--- src/logic/afecfg_map.vh ---
// Register offsets, field positions and reset values of the slot B front end
// and digital integration configuration bank. Definitions only.
`ifndef AFECFG_MAP_VH
`define AFECFG_MAP_VH

// ----------------------------------------
// Register addresses
// ----------------------------------------
`define AFECFG_ADDR_WINDOW   8'h3B
`define AFECFG_ADDR_MODE     8'h44
`define AFECFG_ADDR_PATH     8'h45
`define AFECFG_ADDR_DIGEN    8'h58
`define AFECFG_ADDR_DIGOPT   8'h5A

// ----------------------------------------
// Reset values
// ----------------------------------------
`define AFECFG_RST_WIDTH     5'h04
`define AFECFG_RST_COARSE    6'h17
`define AFECFG_RST_FINE      5'h1C
`define AFECFG_RST_WINDOW    16'h22FC
`define AFECFG_RST_MODE      16'h1C38
`define AFECFG_RST_PATH      16'hADA5
`define AFECFG_RST_DIGEN     16'h0000
`define AFECFG_RST_DIGOPT    16'h0000

// ----------------------------------------
// Field positions
// ----------------------------------------
`define AFECFG_WIN_WIDTH_HI  15
`define AFECFG_WIN_WIDTH_LO  11
`define AFECFG_WIN_COARSE_HI 10
`define AFECFG_WIN_COARSE_LO 5
`define AFECFG_WIN_FINE_HI   4
`define AFECFG_WIN_FINE_LO   0
`define AFECFG_MODE_CODE_HI  15
`define AFECFG_MODE_CODE_LO  8
`define AFECFG_MODE_IND_BIT  6
`define AFECFG_MODE_GAIN_HI  1
`define AFECFG_MODE_GAIN_LO  0
`define AFECFG_DIGEN_B_BIT   13
`define AFECFG_DIGEN_A_BIT   12
`define AFECFG_GAP_BIT       7
`define AFECFG_PAIR_B_BIT    6
`define AFECFG_PAIR_A_BIT    5

// ----------------------------------------
// Codes
// ----------------------------------------
`define AFECFG_MODE_NORMAL   8'h1C
`define AFECFG_MODE_DIGINT   8'h1D
`define AFECFG_PATH_FULL     16'hADA5
`define AFECFG_PATH_AMPCONV  16'hB065
`define AFECFG_PATH_DIGINT   16'hAE65
`define AFECFG_PATH_SEL_FULL 2'h0
`define AFECFG_PATH_SEL_AMP  2'h1
`define AFECFG_PATH_SEL_DIG  2'h2
`define AFECFG_PATH_SEL_RSV  2'h3

`endif

--- src/logic/afecfg_regs.v ---
// Slot B front end and digital integration configuration register bank.
// Assumes a host serial port decoder on clk presents one-cycle write and
// read strobes with an 8-bit register address; channel 2..4 gains arrive
// from the per-channel gain register held elsewhere.
`timescale 1ns/1ps
`default_nettype none
`include "afecfg_map.vh"

module afecfg_regs (
  // Clock and reset
  input  wire        clk,
  input  wire        reset,
  // Host register port
  input  wire        reg_wr_en,
  input  wire        reg_rd_en,
  input  wire [7:0]  reg_addr,
  input  wire [15:0] reg_wr_data,
  output reg  [15:0] reg_rd_data,
  output reg         reg_rd_hit,
  // Per-channel gain bits 11:6 from the shared gain register
  input  wire [5:0]  second_slot_ext_gains,
  // Second slot window
  output wire [4:0]  second_slot_window_width,
  output wire [5:0]  second_slot_window_coarse_shift,
  output wire [4:0]  second_slot_window_fine_shift,
  // Second slot front end
  output wire [7:0]  second_slot_front_end_code,
  output wire        second_slot_mode_normal,
  output wire        second_slot_mode_digint,
  output wire        second_slot_per_channel_gain_on,
  output wire [1:0]  second_slot_gain_code,
  output wire [7:0]  second_slot_channel_gains,
  output wire [15:0] second_slot_path_word,
  output reg  [1:0]  second_slot_path_select,
  // Digital integration
  output wire        second_slot_integration_on,
  output wire        first_slot_integration_on,
  output wire        integration_gap_select,
  output wire [4:0]  second_slot_gap_length,
  output wire        second_slot_pairing_select,
  output wire        first_slot_pairing_select
);

  // ----------------------------------------
  // Register storage
  // ----------------------------------------
  reg [15:0] window_reg;
  reg [15:0] window_next;
  reg [15:0] mode_reg;
  reg [15:0] mode_next;
  reg [15:0] path_reg;
  reg [15:0] path_next;
  reg [15:0] digen_reg;
  reg [15:0] digen_next;
  reg [15:0] digopt_reg;
  reg [15:0] digopt_next;
  reg [15:0] rd_data_next;
  reg        rd_hit_next;

  // Whole words are kept, reserved bits included, so a read returns exactly
  // what was written; reserved values are software's duty
  always @* begin
    window_next = window_reg;
    mode_next   = mode_reg;
    path_next   = path_reg;
    digen_next  = digen_reg;
    digopt_next = digopt_reg;
    if (reg_wr_en) begin
      case (reg_addr)
        `AFECFG_ADDR_WINDOW: window_next = reg_wr_data;
        `AFECFG_ADDR_MODE:   mode_next   = reg_wr_data;
        `AFECFG_ADDR_PATH:   path_next   = reg_wr_data;
        `AFECFG_ADDR_DIGEN:  digen_next  = reg_wr_data;
        `AFECFG_ADDR_DIGOPT: digopt_next = reg_wr_data;
        default: begin
          // Unmapped writes are dropped; no shadow copy exists to catch them
          window_next = window_reg;
        end
      endcase
    end
  end

  // Defaults load on every clock edge with reset high, so a reset in mid-run restores them too
  always @(posedge clk) begin
    if (reset) begin
      window_reg <= `AFECFG_RST_WINDOW;
      mode_reg   <= `AFECFG_RST_MODE;
      path_reg   <= `AFECFG_RST_PATH;
      digen_reg  <= `AFECFG_RST_DIGEN;
      digopt_reg <= `AFECFG_RST_DIGOPT;
    end else begin
      window_reg <= window_next;
      mode_reg   <= mode_next;
      path_reg   <= path_next;
      digen_reg  <= digen_next;
      digopt_reg <= digopt_next;
    end
  end

  // ----------------------------------------
  // Read path
  // ----------------------------------------
  // Unmapped addresses read zero with the hit flag low; the read sees the
  // stored word, so a write in the same cycle shows only on the next read
  always @* begin
    rd_data_next = reg_rd_data;
    rd_hit_next  = 1'b0;
    if (reg_rd_en) begin
      rd_hit_next = 1'b1;
      case (reg_addr)
        `AFECFG_ADDR_WINDOW: rd_data_next = window_reg;
        `AFECFG_ADDR_MODE:   rd_data_next = mode_reg;
        `AFECFG_ADDR_PATH:   rd_data_next = path_reg;
        `AFECFG_ADDR_DIGEN:  rd_data_next = digen_reg;
        `AFECFG_ADDR_DIGOPT: rd_data_next = digopt_reg;
        default: begin
          rd_data_next = 16'h0000;
          rd_hit_next  = 1'b0;
        end
      endcase
    end
  end

  // Read data holds until the next read; the hit flag is a one-cycle pulse
  always @(posedge clk) begin
    if (reset) begin
      reg_rd_data <= 16'h0000;
      reg_rd_hit  <= 1'b0;
    end else begin
      reg_rd_data <= rd_data_next;
      reg_rd_hit  <= rd_hit_next;
    end
  end

  // ----------------------------------------
  // Window fields
  // ----------------------------------------
  assign second_slot_window_width        = window_reg[`AFECFG_WIN_WIDTH_HI:`AFECFG_WIN_WIDTH_LO];
  assign second_slot_window_coarse_shift = window_reg[`AFECFG_WIN_COARSE_HI:`AFECFG_WIN_COARSE_LO];
  assign second_slot_window_fine_shift   = window_reg[`AFECFG_WIN_FINE_HI:`AFECFG_WIN_FINE_LO];

  // ----------------------------------------
  // Front end mode and gain
  // ----------------------------------------
  assign second_slot_front_end_code      = mode_reg[`AFECFG_MODE_CODE_HI:`AFECFG_MODE_CODE_LO];
  assign second_slot_mode_normal         = (second_slot_front_end_code == `AFECFG_MODE_NORMAL);
  assign second_slot_mode_digint         = (second_slot_front_end_code == `AFECFG_MODE_DIGINT);
  assign second_slot_per_channel_gain_on = mode_reg[`AFECFG_MODE_IND_BIT];
  assign second_slot_gain_code           = mode_reg[`AFECFG_MODE_GAIN_HI:`AFECFG_MODE_GAIN_LO];

  // Channel gains packed ch4..ch1, two bits each, code 0 = highest gain
  wire [1:0] second_slot_ch4_gain = second_slot_ext_gains[5:4];
  wire [1:0] second_slot_ch3_gain = second_slot_ext_gains[3:2];
  wire [1:0] second_slot_ch2_gain = second_slot_ext_gains[1:0];
  // Channel 1 slot is unused in the external word; it always takes the own code
  wire [7:0] ext_gain_word = {second_slot_ch4_gain, second_slot_ch3_gain, second_slot_ch2_gain, 2'b00};

  genvar ch;
  generate
    for (ch = 0; ch < 4; ch = ch + 1) begin : g_gain
      if (ch == 0) begin : g_own
        assign second_slot_channel_gains[1:0] = second_slot_gain_code;
      end else begin : g_ext
        assign second_slot_channel_gains[2*ch+1:2*ch] = second_slot_per_channel_gain_on ?
          ext_gain_word[2*ch+1:2*ch] : second_slot_gain_code;
      end
    end
  endgenerate

  // ----------------------------------------
  // Path connection decode
  // ----------------------------------------
  assign second_slot_path_word = path_reg;
  always @* begin
    case (path_reg)
      `AFECFG_PATH_FULL:    second_slot_path_select = `AFECFG_PATH_SEL_FULL;
      `AFECFG_PATH_AMPCONV: second_slot_path_select = `AFECFG_PATH_SEL_AMP;
      `AFECFG_PATH_DIGINT:  second_slot_path_select = `AFECFG_PATH_SEL_DIG;
      default:              second_slot_path_select = `AFECFG_PATH_SEL_RSV;
    endcase
  end

  // ----------------------------------------
  // Digital integration controls
  // ----------------------------------------
  assign second_slot_integration_on = digen_reg[`AFECFG_DIGEN_B_BIT];
  assign first_slot_integration_on  = digen_reg[`AFECFG_DIGEN_A_BIT];
  assign integration_gap_select     = digopt_reg[`AFECFG_GAP_BIT];
  // Zero gap means the negative and positive regions abut
  assign second_slot_gap_length     = integration_gap_select ? second_slot_window_fine_shift : 5'h00;
  assign second_slot_pairing_select = digopt_reg[`AFECFG_PAIR_B_BIT];
  assign first_slot_pairing_select  = digopt_reg[`AFECFG_PAIR_A_BIT];

endmodule

`default_nettype wire

--- config.mk ---
export PLATFORM = sky130hd
export DESIGN_NAME = afecfg_regs
export DESIGN_NICKNAME = d
export VERILOG_FILES = /design/src/logic/afecfg_regs.v
export VERILOG_INCLUDE_DIRS = /design/src /design/src/logic
export SDC_FILE = /design/constraint.sdc
export NUM_CORES = 1
export LEC_CHECK = 0
export BUFFER_PORTS_ARGS = -buffer_cell sky130_fd_sc_hd__buf_2
export CAP_MARGIN = 20
export CORE_AREA = 8 8 98 100
export CTS_CLUSTER_DIAMETER = 100
export DETAILED_ROUTE_END_ITERATION = 8
export DIE_AREA = 0 0 106 108
export PLACE_DENSITY = 0.84
export RECOVER_POWER = 100
export REMOVE_ABC_BUFFERS = 1
export SLEW_MARGIN = 40
export SYNTH_ARGS = -nofsm -noshare
export SYNTH_HDL_FRONTEND = slang
export SYNTH_SLANG_ARGS = --single-unit
--- constraint.sdc ---
create_clock -name clk -period 5.6 [get_ports clk]
set_input_delay 0.28 -clock clk [delete_from_list [all_inputs] [get_ports clk]]
set_output_delay 0.28 -clock clk [all_outputs]
set_load 0.02 [all_outputs]
==> impl_metrics.env <==
export IMPL_status="finished with violations"
export IMPL_failed_checks="max-capacitance violations, max-slew violations"
export IMPL_ant_nets=0
export IMPL_gp_congestion=0.858
export IMPL_drtIter0Drc=307
export IMPL_path_depth=6
export IMPL_min_path_type="in -> reg"
export IMPL_path_cells="clkbuf_1, or3b_1, nor4_4, clkbuf_1, mux2i_1, nor2_1"
export IMPL_worstHoldEndpoint="window_reg[5]$_SDFFE_PP1P_"
export IMPL_cts_made_buffers=9
export IMPL_synth_compound_area_share_pct=12.8
export IMPL_rsz0062_at_grt="no"
export IMPL_hold_start="reg_wr_data[5]"
export IMPL_worstPathArrival_ps=3610
export IMPL_firstDrtPassIters=5
export IMPL_worstSetupPathType="in -> reg"
export IMPL_r2r_end="reg_rd_data[7]$_SDFFE_PP0P_"
export IMPL_reg2reg_from="digopt_reg[7]$_SDFFE_PP0P_"
export IMPL_port_buffers=115
export IMPL_ys_top_cells_by_area="dfxtp_1 43%, mux2i_1 14%, nand2_1 6.7%"
export IMPL_placed_cell_area_um2=4940
export IMPL_power_density_nw_per_um2=263
export IMPL_wl_per_cell_um=18.6
export IMPL_drive_gt1_share_pct=8.76
export IMPL_critical_path_max_stage_delay_ps=930
export IMPL_yosysMostFrequentCell="dfxtp_1"
export IMPL_tns_ps=0
export IMPL_dp_cells=694
export IMPL_final_setup_viol_count=0
export IMPL_die_y_um=108
export IMPL_async_reset_ff_share_pct=0
export IMPL_clk_transition_reported_paths_ps=90
export IMPL_cts_setup_buffers=0
export IMPL_synth_area_mux_share_pct=14.3
export IMPL_post_place_ws_ps=2720
export IMPL_fp_coreArea_um2=8050
export IMPL_ctsResizeCount=0
export IMPL_ctsHtreeMaxLevel=3
export IMPL_drc=0
export IMPL_synth_top_area_share_pct=43.4
export IMPL_cpMostUsedCell="clkbuf_1"
export IMPL_synth_common_cells="97 x dfxtp_1, 80 x nand2_1, 64 x mux2i_1, 63 x nor2_1, 54 x a21oi_1"
export IMPL_ys_types=40
export IMPL_slew_viol_final=23
export IMPL_grt_use_total_pct=22.1
export IMPL_clkSinkCount=97
export IMPL_maxSlewHeadroom_pct=-1.89
export IMPL_worstMarginPinSlew_ps=1530
export IMPL_cts_root_buffer="clkbuf_8"
export IMPL_dr_total_vias=4206
export IMPL_synthSimpleGateAreaFrac_pct=23.1
export IMPL_synth_fa_ha_area_share_pct=0
export IMPL_start_util_pct=55.5
export IMPL_drt_total_wl_um=13200
export IMPL_antenna_cells=0
export IMPL_ys_ff_latch=97
export IMPL_rrSetupSlack_ps=4360
export IMPL_yosys_warnings=0
export IMPL_synth_largest_area_cell="dfxtp_1"
export IMPL_period_share_pct=60.4
export IMPL_synth_avg_cell_area_um2=8.52
export IMPL_antenna_found_initial=0
export IMPL_fin_skew_ps=6.73
export IMPL_hpwl_um=8890
export IMPL_die_x_um=106
export IMPL_cts_hold_buf=0
export IMPL_clockBufferDepth=2
export IMPL_clock_fmax_mhz=296
export IMPL_ff2ff_path_depth=4
export IMPL_clk_latency_ps=370
export IMPL_layoutNonFillerInstCount=710
export IMPL_critical_path_top_delay_family="simple AND/OR/NAND/NOR gates"
export IMPL_power_leakage_nw=2.01
export IMPL_hold_viol=0
export IMPL_yosysSeqAreaShare_pct=43.4
export IMPL_final_area_um2=5060
export IMPL_ios=116
export IMPL_viasPerCell=5.92
export IMPL_area_growth_pct=13.1
export IMPL_synth_top_family_by_area="simple AND/OR/NAND/NOR gates"
export IMPL_syn_area_um2=4470
export IMPL_cp_start_kind="input pin"
export IMPL_grt_max_degree=110
export IMPL_critPathBufInv=2
export IMPL_worst_setup_path_end_kind="flip-flop"
export IMPL_fill_cells=746
export IMPL_synthXorXnorAreaFrac_pct=0
export IMPL_worst_slack_ps=2220
export IMPL_layout_min_cycle_time_ps=3380
export IMPL_cap_viol_max_count=1
export IMPL_grt_pass1_wl_um=20500
export IMPL_layout_nets=635
export IMPL_cpMaxStageDelayCell="or3b_1"
export IMPL_syn_inst=525
export IMPL_grt_overflow=0
export IMPL_rows=33
export IMPL_synth_edff_count=0
export IMPL_vdd_drop_max_uv=193
export IMPL_worstPathRequired_ps=5830
export IMPL_dieArea_um2=11400
export IMPL_crit_path_max_fanout=22
export IMPL_grt_pass1_vias=4015
export IMPL_synthFlopType="dfxtp_1"
export IMPL_fin_util_pct=62.8
export IMPL_cts_tree="yes"
export IMPL_hold_depth=3
through the flow:
stage | power (W) | hold slack [ps]
after floorplan | 0.000757 | 349
after global placement | 0.000811 | 443
after detailed placement | 0.000814 | 449
after CTS | 0.00133 | 172
after global routing | 0.00136 | 189
final | 0.00133 | 184
where the power goes:
group	internal (W)	total (W)	switching [W]	leakage, nW
sequential	0.000696	0.000699	0.00000349	0.785
clock	0.000293	0.000534	0.000241	0.115
combinational	0.0000313	0.0000984	0.0000671	1.11
total	0.00102	0.00133	0.000312	2.01
per-layer routing:
metal | global-route usage (%) | vias up | wire length [µm]
li1 | - | 1965 | -
met1 | 27.9 | 2001 | 5560
met2 | 36.0 | 222 | 6250
met3 | 5.23 | 18 | 1190
met4 | 8.24 | 0 | 182
met5 | 0 | - | 0
kinds of logic after synthesis:
family                 after synthesis
muxes                               64
DFF                                 97
and+or+nand+nor                    215
AOI/OAI and AO/OA                   92
buffers and inverters               57
cell usage in the layout, fill, tap and decap left out, types with 2 or more instances in the layout:
cell type / n
dfxtp_1: 97
clkbuf_1: 87
nand2_1: 80
mux2i_1: 64
nor2_1: 63
a21oi_1: 54
nor3_1: 32
buf_2: 32
o2bb2ai_1: 15
o31ai_1: 15
nand3b_1: 9
clkbuf_8: 9
and2_1: 5
nor4b_1: 3
bufinv_16: 3
nor3b_1: 2
nand3_1: 2
nand2b_1: 2
and3b_1: 2
and3_1: 2
inv_1: 2
nor4_4: 2
o21ai_0: 2
clkinv_2: 2
worst max-delay path by stage:
stage / from / endpoint / slack (ps)
global placement: reg_addr[5] / second_slot_path_word[9]$_SDFFE_PP0P_ / 2780
detailed placement: reg_addr[5] / second_slot_path_word[12]$_SDFFE_PP0P_ / 2720
global route: reg_addr[1] / second_slot_path_word[12]$_SDFFE_PP0P_ / 2090
CTS: reg_addr[5] / second_slot_path_word[12]$_SDFFE_PP0P_ / 3110
floorplan: reg_addr[3] / second_slot_path_word[12]$_SDFFE_PP0P_ / 3170
finish: reg_addr[1] / second_slot_path_word[12]$_SDFFE_PP0P_ / 2220
worst min-delay path, stage by stage:
cell and delay (ps):
buf_2 120, nand2_1 50, nand3b_1 70
layout make-up:
type | count | area, µm² | area share [%]
Tap cell | 105 | 131 | 2.60
Clock buffer | 9 | 124 | 2.45
Inverter | 2 | 7.51 | 0.148
Timing Repair Buffer | 120 | 498 | 9.84
Multi-Input combinational cell | 371 | 2250 | 44.4
Clock inverter | 6 | 108 | 2.13
Sequential cell | 97 | 1940 | 38.4
No activity file was read; power rests on OpenSTA's default activity.
